$ cat src/core/eim_pkg.sv
package eim_pkg;
   localparam int NUM_WAIT = 6;
   localparam int MAXW_W = 8;
   localparam int ADDR_W = 8;
   localparam int STAT_W = 6;

   // Register byte offsets
   localparam logic [7:0] RAW_OFS    = 8'h00;
   localparam logic [7:0] MASKED_OFS = 8'h04;
   localparam logic [7:0] ENSET_OFS  = 8'h08;
   localparam logic [7:0] ENCLR_OFS  = 8'h0C;
   localparam logic [7:0] CFG_OFS    = 8'h10;

   // Field positions
   localparam int TMO_BIT = 0;
   localparam int RSV_BIT = 1;
   localparam int WR_LO   = 2;
   localparam int WR_HI   = 5;

   // Implemented bits of the status and enable registers
   localparam logic [5:0] FIELD_MASK = 6'h3D;

   // Values after reset
   localparam logic [5:0] STAT_RST = 6'h00;
   localparam logic [5:0] EN_RST   = 6'h00;
   localparam logic [7:0] MAXW_RST = 8'h80;

   typedef enum logic [2:0] {
      REG_RAW    = 3'd0,
      REG_MASKED = 3'd1,
      REG_ENSET  = 3'd2,
      REG_ENCLR  = 3'd3,
      REG_CFG    = 3'd4,
      REG_NONE   = 3'd7
   } eim_reg_t;

   typedef enum logic [1:0] {
      TMO_IDLE  = 2'b00,
      TMO_COUNT = 2'b01,
      TMO_FIRED = 2'b11
   } eim_tmo_state_t;

   function automatic eim_reg_t eim_decode(input logic [7:0] a);
      case (a)
         RAW_OFS:    return REG_RAW;
         MASKED_OFS: return REG_MASKED;
         ENSET_OFS:  return REG_ENSET;
         ENCLR_OFS:  return REG_ENCLR;
         CFG_OFS:    return REG_CFG;
         default:    return REG_NONE;
      endcase
   endfunction
endpackage

$ cat src/core/eim_evt_if.sv
`timescale 1ns/1ps
`default_nettype none
interface eim_evt_if #(parameter int N = 6);
   logic [N-1:0] waitLevel;
   logic [N-1:0] waitRise;
   logic         timeout;

   modport edge_src (output waitLevel, output waitRise);
   modport tmo_src  (input waitLevel, output timeout);
   modport snk      (input waitRise, input timeout);
endinterface
`default_nettype wire

$ cat src/core/eim_wait_edge.sv
`timescale 1ns/1ps
`default_nettype none
module eim_wait_edge
   import eim_pkg::*;
#(
   parameter int N = NUM_WAIT
) (
   // Clock and reset
   input  wire logic         clk,
   input  wire logic         arst_n,
   // Wait pins
   input  wire logic [N-1:0] memWait,
   // Events
   eim_evt_if.edge_src       evt
);
   logic [N-1:0] sync1;
   logic [N-1:0] sync2;
   logic [N-1:0] prev;

   if (N < 6) begin : g_chk
      $error("eim_wait_edge needs at least six wait inputs");
   end

   // Pins are asynchronous, two flops before any logic
   always_ff @(posedge clk or negedge arst_n) begin
      if (!arst_n) begin
         sync1 <= '0;
         sync2 <= '0;
         prev  <= '0;
      end else begin
         sync1 <= memWait;
         sync2 <= sync1;
         prev  <= sync2;
      end
   end

   assign evt.waitLevel = sync2;

   for (genvar i = 0; i < N; i++) begin : g_rise
      assign evt.waitRise[i] = sync2[i] & ~prev[i];
   end
endmodule
`default_nettype wire

$ cat src/core/eim_timeout.sv
`timescale 1ns/1ps
`default_nettype none
module eim_timeout
   import eim_pkg::*;
#(
   parameter int N = NUM_WAIT,
   parameter int W = MAXW_W
) (
   // Clock and reset
   input  wire logic         clk,
   input  wire logic         arst_n,
   // Access from the memory sequencer, wait limit from the CFG register
   input  wire logic         extAccessActive,
   input  wire logic [2:0]   extWaitSel,
   input  wire logic [W-1:0] maxWait,
   // Events
   eim_evt_if.tmo_src        evt
);
   eim_tmo_state_t state;
   eim_tmo_state_t next_state;
   logic [W-1:0]   cnt;
   logic [W-1:0]   next_cnt;
   logic           tmo;
   logic           next_tmo;
   logic           waitOn;

   if (N > 8 || W < 1) begin : g_chk
      $error("eim_timeout parameters out of range");
   end

   // An out of range select never counts
   assign waitOn = extAccessActive && (int'(extWaitSel) < N)
                   && evt.waitLevel[extWaitSel];

   always_comb begin
      next_state = state;
      next_cnt   = cnt;
      next_tmo   = 1'b0;
      case (state)
         TMO_IDLE: begin
            next_cnt = '0;
            if (waitOn) begin
               next_state = TMO_COUNT;
            end
         end
         TMO_COUNT: begin
            if (!waitOn) begin
               next_state = TMO_IDLE;
            end else if (cnt == maxWait) begin
               next_state = TMO_FIRED;
               next_tmo   = 1'b1;
            end else begin
               next_cnt = cnt + W'(1);
            end
         end
         TMO_FIRED: begin
            // One timeout per access
            if (!extAccessActive) begin
               next_state = TMO_IDLE;
            end
         end
         default: next_state = TMO_IDLE;
      endcase
   end

   always_ff @(posedge clk or negedge arst_n) begin
      if (!arst_n) begin
         state <= TMO_IDLE;
         cnt   <= '0;
         tmo   <= 1'b0;
      end else begin
         state <= next_state;
         cnt   <= next_cnt;
         tmo   <= next_tmo;
      end
   end

   assign evt.timeout = tmo;
endmodule
`default_nettype wire

$ cat src/core/eim_irq_mask.sv
// Overview of operation
// - Wait rises 5..2 set enabled masked bits
// - Extended wait overrun sets enabled masked timeout
// - Disabled source keeps masked bit zero, no interrupt
// - W1C masked wait bit clears raw too
// - W1C masked timeout clears raw timeout too
// - Writing zero leaves status unchanged
// - Reserved bits read zero, write zero
// - W1S enable sets wait-rise enable
// - Only clear register clears an enable
// - Writing zero to set register does nothing
// - New masked bit pulses interrupt line
// - Raw bits set regardless of enables
// - W1S enable bit 0 enables timeout
`timescale 1ns/1ps
`default_nettype none
module eim_irq_mask
   import eim_pkg::*;
#(
   parameter int N = NUM_WAIT,
   parameter int W = MAXW_W
) (
   // Clock and reset
   input  wire logic              clk,
   input  wire logic              arst_n,
   // APB slave
   input  wire logic              psel,
   input  wire logic              penable,
   input  wire logic              pwrite,
   input  wire logic [ADDR_W-1:0] paddr,
   input  wire logic [31:0]       pwdata,
   output logic [31:0]            prdata,
   output logic                   pready,
   output logic                   pslverr,
   // Memory wait pins
   input  wire logic [N-1:0]      memWait,
   // Access state from the sequencer
   input  wire logic              extAccessActive,
   input  wire logic [2:0]        extWaitSel,
   // Interrupt
   output logic                   irqPulse,
   output logic                   irqLevel
);
   logic [5:0]   rawStatus;
   logic [5:0]   next_rawStatus;
   logic [5:0]   maskedStatus;
   logic [5:0]   next_maskedStatus;
   logic [5:0]   enable;
   logic [5:0]   next_enable;
   logic [W-1:0] maxWait;
   logic [W-1:0] next_maxWait;
   logic [31:0]  next_prdata;
   logic         next_irqPulse;

   logic         apbWrite;
   logic         apbSetup;
   eim_reg_t     selReg;
   logic [5:0]   wData;
   logic [5:0]   stClr;
   logic [5:0]   enSet;
   logic [5:0]   enClr;
   logic [5:0]   rawSet;
   logic [5:0]   mskSet;
   logic [31:0]  readVal;

   if (ADDR_W < 5 || ADDR_W > 8 || W > 32 || N < 6) begin : g_chk
      $error("eim_irq_mask parameters out of range");
   end

   eim_evt_if #(.N(N)) evt ();

   eim_wait_edge #(.N(N)) u_edge (
      .clk     (clk),
      .arst_n  (arst_n),
      .memWait (memWait),
      .evt     (evt.edge_src)
   );

   eim_timeout #(.N(N), .W(W)) u_tmo (
      .clk             (clk),
      .arst_n          (arst_n),
      .extAccessActive (extAccessActive),
      .extWaitSel      (extWaitSel),
      .maxWait         (maxWait),
      .evt             (evt.tmo_src)
   );

   // Bus decode
   assign selReg   = eim_decode(8'(paddr));
   assign apbWrite = psel && penable && pwrite;
   assign apbSetup = psel && !penable;
   assign pready   = 1'b1;
   assign pslverr  = psel && penable && (selReg == REG_NONE);

   // Reserved positions of written data are dropped
   assign wData = pwdata[5:0] & FIELD_MASK;

   always_comb begin
      stClr = '0;
      enSet = '0;
      enClr = '0;
      if (apbWrite) begin
         case (selReg)
            REG_RAW:    stClr = wData;
            REG_MASKED: stClr = wData;
            REG_ENSET:  enSet = wData;
            REG_ENCLR:  enClr = wData;
            default:    ;
         endcase
      end
   end

   // Raw bit 2 follows wait 0, masked bit 2 follows wait 2
   assign rawSet = {evt.waitRise[5], evt.waitRise[4],
                    evt.waitRise[3], evt.waitRise[0],
                    1'b0, evt.timeout};

   // Enables of the coming cycle gate the sets, so a source being
   // disabled never leaves a masked bit behind
   assign mskSet = {evt.waitRise[5:2], 1'b0, evt.timeout}
                   & next_enable;

   always_comb begin
      next_enable = (enable | enSet) & ~enClr;
      next_enable = next_enable & FIELD_MASK;
   end

   // Set wins over clear on the same edge
   always_comb begin
      next_rawStatus    = (rawStatus & ~stClr) | rawSet;
      next_rawStatus    = next_rawStatus & FIELD_MASK;
      next_maskedStatus = (maskedStatus & ~stClr & next_enable)
                          | mskSet;
      next_irqPulse     = |(next_maskedStatus & ~maskedStatus);
   end

   always_comb begin
      next_maxWait = maxWait;
      if (apbWrite && selReg == REG_CFG) begin
         next_maxWait = pwdata[W-1:0];
      end
   end

   always_comb begin
      readVal = '0;
      case (selReg)
         REG_RAW:    readVal[5:0] = rawStatus;
         REG_MASKED: readVal[5:0] = maskedStatus;
         REG_ENSET:  readVal[5:0] = enable;
         REG_ENCLR:  readVal[5:0] = enable;
         REG_CFG:    readVal[W-1:0] = maxWait;
         default:    readVal = '0;
      endcase
   end

   // Read data is captured in the setup cycle so prdata is a flop
   // and the slave still answers without a wait state
   always_comb begin
      next_prdata = prdata;
      if (apbSetup && !pwrite) begin
         next_prdata = readVal;
      end
   end

   always_ff @(posedge clk or negedge arst_n) begin
      if (!arst_n) begin
         rawStatus    <= STAT_RST;
         maskedStatus <= STAT_RST;
         enable       <= EN_RST;
         maxWait      <= W'(MAXW_RST);
         prdata       <= '0;
         irqPulse     <= 1'b0;
      end else begin
         rawStatus    <= next_rawStatus;
         maskedStatus <= next_maskedStatus;
         enable       <= next_enable;
         maxWait      <= next_maxWait;
         prdata       <= next_prdata;
         irqPulse     <= next_irqPulse;
      end
   end

   assign irqLevel = |maskedStatus;
endmodule
`default_nettype wire

$ cat config.mk
export PLATFORM = sky130hd
export DESIGN_NAME = eim_irq_mask
export DESIGN_NICKNAME = d
export VERILOG_FILES = /design/src/core/eim_pkg.sv /design/src/core/eim_evt_if.sv /design/src/core/eim_wait_edge.sv /design/src/core/eim_timeout.sv /design/src/core/eim_irq_mask.sv
export SDC_FILE = /design/constraint.sdc
export NUM_CORES = 1
export LEC_CHECK = 0
export BUFFER_PORTS_ARGS = -buffer_cell sky130_fd_sc_hd__buf_2
export CAP_MARGIN = 0
export CORE_ASPECT_RATIO = 0.8
export CORE_MARGIN = 3
export CORE_UTILIZATION = 46
export CTS_CLUSTER_SIZE = 12
export DETAILED_ROUTE_END_ITERATION = 16
export PLACE_DENSITY = 0.73
export SKIP_CTS_REPAIR_TIMING = 1
export SLEW_MARGIN = 10
export SYNTH_ARGS = -nofsm -noshare
export SYNTH_HDL_FRONTEND = slang
export SYNTH_SLANG_ARGS = --single-unit
export TNS_END_PERCENT = 10
$ cat constraint.sdc
create_clock -name clk -period 2 [get_ports clk]
set_input_delay 0.1 -clock clk [delete_from_list [all_inputs] [get_ports clk]]
set_output_delay 0.1 -clock clk [all_outputs]
set_load 0.05 [all_outputs]
==> results.json, run 1 <==
{
  "place_hpwl_microns": 4435,
  "initialDrtViolationCount": 115,
  "grt_max_degree": 61,
  "drive_above_1_share_pct": 25.07,
  "synth_area_sq_um": 2934,
  "dominantRegCellSynth": "dfrtp_1",
  "path_buf_inv": 0,
  "worst_pin_slew_ns": 0.7324,
  "outcome": "finished clean",
  "dp.cells": 402,
  "hp-class": "in -> reg",
  "n_antenna_cell": 0,
  "drt-vias-per-instance": 4.907,
  "num_rows": 25,
  "finalCritPeriodShare_pct": 89.84,
  "synth_compound_area_share_pct": 9.382,
  "synth_xor_area_share_pct": 3.582,
  "power.total_mw": 2.561,
  "die_h_microns": 77.44,
  "grt_setup_unrepaired": "no",
  "leakagePower_nw": 1.765,
  "yosys.area_share.simple_pct": 19.32,
  "slew_violations": 0,
  "nNetsFinal": 398,
  "core_sq_um": 6037,
  "ir_drop_uv": 456.4,
  "grt-ovfl-total": 0,
  "grt_pass1_wl_microns": 9425,
  "syn_area_per_cell_sq_um": 10.55,
  "track_usage_pct": 16.93,
  "mostFrequentLayoutCells": "dfrtp_1, nand2_1, buf_2, conb_1, nor2_1",
  "max_freq_mhz": 556.5,
  "synth_top_family_by_area": "simple AND/OR/NAND/NOR gates",
  "numCtsBuffers": 9,
  "grt_pass1_vias": 1986,
  "ant_nets": 0,
  "fin_crit_ns": 1.797,
  "path_clk_slew_ns": 0.07,
  "maxCapViolCount": 0,
  "worst-setup-path-type": "reg -> reg",
  "hold_viol_final": 0,
  "worstSetupEndpointType": "register",
  "vias": 2100,
  "critPathTopFamily": "compound AO/OA/AOI/OAI gates",
  "ios": 91,
  "register_area_sq_um": 1503,
  "setup_tns_ns": 0,
  "clock-sinks": 60,
  "drtPass1Iterations": 4,
  "n_fill_cell": 530,
  "clk_latency_ns": 0.35,
  "synth_mux_area_share_pct": 7.633,
  "maxSlewHeadroom_pct": 51.18,
  "async_flop_share_pct": 100.0,
  "die_x_microns": 95.29,
  "area_growth_pct": 17.83,
  "synthAdderAreaFrac_pct": 0.4264,
  "drc": 0,
  "crit_chain": "nor4bb_2 -> a22oi_2 -> a21oi_2 -> a31oi_1 -> a41o_1",
  "final_util_pct": 57.26,
  "crit_path_max_incr_delay_ns": 0.47,
  "ys_warn_count": 0,
  "synth_seq_cells": 60,
  "htreeDepth": 3,
  "syn_inst": 278,
  "io_buffers": 41,
  "clockBufferDepth": 2,
  "ys_types": 48,
  "crit_required_ns": 2.23,
  "skew_ns": 0.006122,
  "dieArea_sq_um": 7379,
  "place_congestion": 0.8429,
  "multi_input_comb_area_sq_um": 1284,
  "critPathMaxFanout": 9,
  "final_common_cell": "dfrtp_1",
  "cts_tree": "yes",
  "setup_violations": 0,
  "synth-edff-count": 0,
  "seq_area_frac_synth_pct": 51.22,
  "final_cells": 428,
  "setup.worst_path.start_class": "register",
  "cp.arrival_ns": 2.03,
  "cts-root-buf": "clkbuf_8",
  "initial_core_util_pct": 48.60,
  "worst_path_max_delay_cell": "dfrtp_1",
  "antenna_found_initial": 0,
  "wirelength_microns": 5921,
  "power_density_nw_per_um2": 740.9,
  "wl_per_cell_microns": 13.83
}
-- layer usage --
metal	wire length (microns)	share of wire, %	global-route usage, %
met1	2921	49	23.91
met2	2510	42	23.76
met3	416	7.0	5.620
met4	74	1.2	6.916
met5	0	0	0
-- worst reg2reg max path, cell delays in order, from the launching register on --
cell	delay, ns
dfrtp_1	0.47
nor4bb_2	0.33
a22oi_2	0.15
a21oi_2	0.36
a31oi_1	0.14
a41o_1	0.23
-- final timing paths --
| check | to | startpoint | slack [ns] | cells after the start |
|---|---|---|---|---|
| setup / recovery | u_tmo.cnt[7]$_DFFE_PN0P_ | u_tmo.state[1]$_DFFE_PN0P_ | 0.20 | 5 |
| hold / removal | maxWait[5]$_DFFE_PN0P_ | pwdata[5] | 0.04 | 2 |
| setup reg to reg | u_tmo.cnt[7]$_DFFE_PN0P_ | u_tmo.state[1]$_DFFE_PN0P_ | 0.20 | 5 |
| hold reg to reg | u_edge.evt.waitLevel[1]$_DFF_PN0_ | u_edge.sync1[1]$_DFF_PN0_ | 0.35 | 0 |
| max in group asynchronous | u_edge.evt.waitLevel[0]$_DFF_PN0_ | arst_n | 1.09 | 3 |
| min in group asynchronous | prdata[4]$_DFFE_PN0P_ | arst_n | 0.44 | 3 |
-- synth_stat cells, drive strengths merged, types with 2 or more instances --
library cell | n | share of area (%)
a21boi | 4 | 1.0
nand2 | 47 | 6.0
mux2i | 10 | 3.4
or2 | 2 | 0.43
inv | 9 | 1.2
dfrtp | 59 | 50
nor2b | 6 | 1.3
buf | 27 | 6.9
a21oi | 4 | 0.81
nor3b | 2 | 0.51
a22oi | 7 | 2.0
a41o | 2 | 0.68
xnor2 | 3 | 0.90
and3 | 3 | 0.64
nor2 | 14 | 2.0
nand4 | 5 | 1.1
and2 | 4 | 0.85
nor4 | 5 | 2.0
xor2 | 9 | 2.7
a31oi | 2 | 0.43
o21ai | 12 | 2.0
nand2b | 4 | 0.85
nand3 | 9 | 1.5
a211oi | 3 | 0.77
mux2 | 9 | 3.5
conb | 2 | 0.26
-- sequential cells by signal, indices dropped and copies added (netlist names) --
register,cells
enable,5
irqPulse,1
maskedStatus,5
maxWait,8
prdata,8
rawStatus,5
u_edge.evt.waitLevel,6
u_edge.prev,5
u_edge.sync1,6
u_tmo.cnt,8
u_tmo.evt.timeout,1
u_tmo.state,2
-- report_power, final --
part,internal [mW],switching [mW],total (mW)
Sequential,1.26,0.0279,1.28
Combinational,0.0952,0.233,0.328
Clock,0.448,0.501,0.949
Total,1.80,0.762,2.56
-- cell families (layout without fill, tap and decap cells) --
family | after synthesis | in the layout
XOR/XNOR | 12 | 12
flip-flops | 60 | 60
multiplexers | 20 | 20
adder cells (fa/ha/maj) | 1 | 1
AND/OR/NAND/NOR | 106 | 106
other | 2 | 25
buffers and inverters | 37 | 83
AO/OA/AOI/OAI | 40 | 40
-- metrics by stage --
step | hold WS [ns] | worst slack (ns) | cell area [sq um]
after floorplan | -0.1956 | 0.3128 | 3020
after global placement | 0.2085 | 0.09468 | 3173
after detailed placement | 0.2093 | 0.06208 | 3173
after CTS | -0.1736 | 0.1421 | 3351
after global routing | 0.02305 | 0.08296 | 3457
final | 0.03530 | 0.2032 | 3457
-- final cells by class --
| type | count | area share, % |
|---|---|---|
| inverters | 9 | 0.9772 |
| repair buffers | 58 | 10.35 |
| clock buffers | 9 | 3.583 |
| multi-input cells | 204 | 37.13 |
| clock inverters | 7 | 1.556 |
| flip-flops and latches | 60 | 43.47 |
| well taps | 81 | 2.932 |
(Power assumes the default switching activity.)
==> inputs of run 2 (changes only) <==
BUFFER_PORTS_ARGS = -buffer_cell sky130_fd_sc_hd__clkbuf_2   (was -buffer_cell sky130_fd_sc_hd__buf_2)
==> results.json, run 2 (synthesis gave the netlist of run 1 again) <==
{
  "fin_hold_ws_ns": -0.004644,
  "outcome": "complete, but fails checks",
  "r2r_slack_ns": 0.15,
  "fin_crit_ns": 1.851,
  "path_clk_slew_ns": 0.06,
  "maxSlewHeadroom_pct": 50.23,
  "die_x_microns": 95.29,
  "place_hpwl_microns": 4423,
  "final_util_pct": 57.51,
  "mostFrequentLayoutCells": "dfrtp_1, nand2_1, clkbuf_2, conb_1, nor2_1",
  "drtPass1Iterations": 4,
  "clock-sinks": 60,
  "io_buffers": 41,
  "core_sq_um": 6037,
  "ios": 91,
  "drt-vias-per-instance": 5.007,
  "initialDrtViolationCount": 120,
  "slew_violations": 0,
  "biggestRegsByFlops": "maxWait: 8 flops, prdata: 8 flops, u_tmo.cnt: 8 flops",
  "area_growth_pct": 18.34,
  "register_area_sq_um": 1503,
  "grt_setup_unrepaired": "no",
  "use_met1_pct": 24.35,
  "dp.cells": 403,
  "final_cells": 428,
  "worst_pin_slew_ns": 0.7465,
  "setup_violations": 0,
  "gr-usage-met2_pct": 23.55,
  "drive_above_1_share_pct": 25.07,
  "setup_tns_ns": 0,
  "n_fill_cell": 536,
  "skew_ns": 0.004642,
  "multi_input_comb_area_sq_um": 1277,
  "setup.worst_path.start_class": "register",
  "critPathMaxFanout": 9,
  "grt-ovfl-total": 0,
  "worst-setup-path-type": "reg -> reg",
  "nNetsFinal": 398,
  "dieArea_sq_um": 7379,
  "max_freq_mhz": 540.2,
  "antenna_found_initial": 0,
  "ir_drop_uv": 478.1,
  "grt_pass1_vias": 1967,
  "hold_viol_final": 1,
  "grt_util_met3_pct": 6.395,
  "n_antenna_cell": 0,
  "leakagePower_nw": 1.803,
  "power_density_nw_per_um2": 775.3,
  "final_common_cell": "dfrtp_1",
  "place_congestion": 0.8272,
  "maxCapViolCount": 0,
  "wl_per_cell_microns": 13.64,
  "grt_max_degree": 61,
  "cts-root-buf": "clkbuf_8",
  "crit_required_ns": 2.22,
  "hp-class": "in -> reg",
  "finalCritPeriodShare_pct": 92.55,
  "wirelength_microns": 5837,
  "drc": 0,
  "grt_busiest_layer": "met1",
  "cts_tree": "yes",
  "clk_latency_ns": 0.34,
  "track_usage_pct": 16.98,
  "htreeDepth": 3,
  "grt_pass1_wl_microns": 9432,
  "ant_nets": 0,
  "cp.arrival_ns": 2.07,
  "violations": "hold timing",
  "die_h_microns": 77.44,
  "vias": 2143,
  "num_rows": 25,
  "initial_core_util_pct": 48.60,
  "worstSetupEndpointType": "register",
  "numCtsBuffers": 9,
  "clockBufferDepth": 2
}
## run 2: changes by cell type in the layout (fill, tap and decap cells not counted), sizes merged
| cell | delta |
|---|---|
| dlygate4sd3 | -1 |
| clkinv | +3 |
| buf | -40 |
| clkbuf | +43 |
| bufinv | +1 |
| clkinvlp | -6 |
## run 2: final timing paths
path	startpoint	endpoint	cells past startpoint
max	u_tmo.state[1]$_DFFE_PN0P_	u_tmo.cnt[6]$_DFFE_PN0P_	5
min	pwdata[6]	maxWait[6]$_DFFE_PN0P_	2
max reg2reg	u_tmo.state[1]$_DFFE_PN0P_	u_tmo.cnt[6]$_DFFE_PN0P_	5
min reg2reg	u_edge.sync1[1]$_DFF_PN0_	u_edge.evt.waitLevel[1]$_DFF_PN0_	0
max in group asynchronous	arst_n	u_tmo.cnt[3]$_DFFE_PN0P_	3
min in group asynchronous	arst_n	prdata[1]$_DFFE_PN0P_	3
## run 2: through the flow
step                hold WS (ns)  setup slack, ns  instance area (sq um)  total power, mW
floorplan                -0.1956           0.3128                   3020            1.548
global placement          0.2091           0.1109                   3181            1.611
detailed placement        0.2096          0.08111                   3181            1.621
CTS                      -0.1607           0.1401                   3382            2.719
global route           -0.002184          0.03970                   3472            2.812
finish                 -0.004644           0.1489                   3472            2.692
## run 2: area by class of cell
class / instances / share of cell area (%)
sequential: 60 / 43.28
clock inverter: 5 / 1.441
tap: 81 / 2.919
multi-input combinational: 204 / 36.79
clock buffer: 11 / 4.360
inverter: 9 / 0.9730
timing repair buffer: 58 / 10.23
## run 2: per-layer routing
metal	share of wire [%]	vias to the layer above
li1	-	1039
met1	48	1022
met2	44	74
met3	7.4	8
met4	1.2	0
met5	0	-
## run 2: power breakdown
group	switching, mW	internal (mW)	total, mW
sequential	0.0272	1.26	1.28
combinational	0.233	0.0945	0.328
clock	0.446	0.633	1.08
## run 2: worst max-delay path, stage by stage (launching register included)
cell and delay [ns]:
dfrtp_1 0.45, nor4bb_1 0.39, a22oi_2 0.16, a21oi_2 0.37, a31oi_1 0.14, a41o_1 0.23
==> inputs of run 3 (changes only) <==
clock period = 2.1 ns   (was 2 ns; I/O delays follow)
==> results.json, run 3 (synthesis gave the netlist of run 1 again) <==
{
  "setup_violations": 0,
  "drc": 0,
  "setup_tns_ns": 0,
  "cp.arrival_ns": 2.09,
  "place_hpwl_microns": 4411,
  "core_sq_um": 6037,
  "mostFrequentLayoutCells": "dfrtp_1, nand2_1, clkbuf_2, conb_1, nor2_1",
  "n_antenna_cell": 0,
  "leakagePower_nw": 1.777,
  "vias": 2149,
  "drive_above_1_share_pct": 24.86,
  "stdcell_area_sq_um": 3465,
  "cts-root-buf": "clkbuf_8",
  "clock_power_share_pct": 40.1,
  "nNetsFinal": 397,
  "dieArea_sq_um": 7379,
  "setup.worst_path.start_class": "register",
  "pwr-share-comb_pct": 12.1,
  "die_h_microns": 77.44,
  "finalCritPeriodShare_pct": 88.87,
  "power_density_nw_per_um2": 738.8,
  "critPathMaxFanout": 9,
  "worst_slack_ns": 0.2338,
  "area_growth_pct": 18.08,
  "drt-vias-per-instance": 5.033,
  "dp.cells": 402,
  "max_freq_mhz": 535.8,
  "fin_crit_ns": 1.866,
  "crit_chain": "nor4bb_1 -> a22oi_2 -> a21oi_2 -> a31oi_1 -> a41o_1",
  "track_usage_pct": 16.70,
  "wirelength_microns": 5854,
  "grt_pass1_vias": 1982,
  "final_cells": 427,
  "clk_latency_ns": 0.34,
  "skew_ns": 0.008301,
  "htreeDepth": 3,
  "final_util_pct": 57.39,
  "outcome": "finished clean",
  "crit_path_max_incr_delay_ns": 0.46,
  "slew_violations": 0,
  "p_seq_share_pct": 47.8,
  "place_congestion": 0.8553,
  "initialDrtViolationCount": 138,
  "p_sw_share_pct": 28.27,
  "fin_hold_ws_ns": 0.01970,
  "dp_slack_ns": 0.1849,
  "ir_drop_uv": 550.2,
  "die_x_microns": 95.29,
  "worst_pin_slew_ns": 0.7402,
  "io_buffers": 41,
  "grt_max_degree": 61,
  "p_int_mw": 1.836,
  "crit_required_ns": 2.32,
  "wl_per_cell_microns": 13.71,
  "post_dp_cell_area_sq_um": 3173,
  "ios": 91,
  "clock-sinks": 60,
  "worst_path_max_delay_cell": "dfrtp_1",
  "grt-ovfl-total": 0,
  "drtPass1Iterations": 4,
  "antenna_found_initial": 0,
  "worstSetupEndpointType": "register",
  "cts_tree": "yes",
  "n_fill_cell": 518,
  "maxCapViolCount": 0,
  "power.total_mw": 2.559,
  "hold_viol_final": 0,
  "path_clk_slew_ns": 0.07,
  "p_switching_mw": 0.7235,
  "grt_pass1_wl_microns": 9321,
  "final_common_cell": "dfrtp_1",
  "clockBufferDepth": 2,
  "initial_core_util_pct": 48.60,
  "numCtsBuffers": 9,
  "num_rows": 25,
  "grt_setup_unrepaired": "no",
  "worst-setup-path-type": "reg -> reg",
  "hp-class": "in -> reg",
  "biggestRegsByFlops": "maxWait: 8 flops, prdata: 8 flops, u_tmo.cnt: 8 flops",
  "maxSlewHeadroom_pct": 50.66,
  "ant_nets": 0
}
[run 3: cell types whose count changed in the layout (fill, tap and decap cells not counted), sizes merged]
cell and change:
clkinvlp +4, clkinv -2, buf -1, clkbuf -2
[run 3: worst max-delay path, delay by kind of cell, from the launching register on]
kind	cells	cell delay (ns)
flip-flops	1	0.46
AO/OA/AOI/OAI	4	0.89
AND/OR/NAND/NOR	1	0.39
[run 3: final timing paths]
check,slack [ns],end,cells past startpoint,startpoint
max,0.23,u_tmo.cnt[7]$_DFFE_PN0P_,5,u_tmo.state[1]$_DFFE_PN0P_
min,0.02,maxWait[1]$_DFFE_PN0P_,2,pwdata[1]
max reg2reg,0.23,u_tmo.cnt[7]$_DFFE_PN0P_,5,u_tmo.state[1]$_DFFE_PN0P_
min reg2reg,0.35,u_edge.evt.waitLevel[2]$_DFF_PN0_,0,u_edge.sync1[2]$_DFF_PN0_
max in group asynchronous,1.16,u_edge.prev[5]$_DFF_PN0_,3,arst_n
min in group asynchronous,0.45,prdata[2]$_DFFE_PN0P_,3,arst_n
[run 3: metal layers]
layer	vias up	track usage (%)	routed length [microns]	part of all wire (%)
met5	-	0	0	0
met4	0	5.043	95	1.6
met3	11	6.783	481	8.2
met2	82	23.06	2526	43
met1	1018	23.93	2750	47
li1	1038	-	-	-
[run 3: area by class of cell]
type	instances	area (sq um)	share of cell area [%]
inverters	9	33.78	0.9751
clock buffers	9	123.9	3.575
repair buffers	57	347.8	10.04
multi-input cells	204	1277	36.87
flip-flops and latches	60	1503	43.37
clock inverters	7	77.57	2.239
well taps	81	101.3	2.925
[run 3: power groups by stage]
stage | sequential [mW] | clock [mW] | combinational (mW)
2_1_floorplan | 1.24 | 0 | 0.232
3_3_place_gp | 1.24 | 0 | 0.292
3_5_place_dp | 1.25 | 0 | 0.297
4_1_cts | 1.22 | 1.05 | 0.297
5_1_grt | 1.23 | 1.10 | 0.338
6_report | 1.22 | 1.03 | 0.311
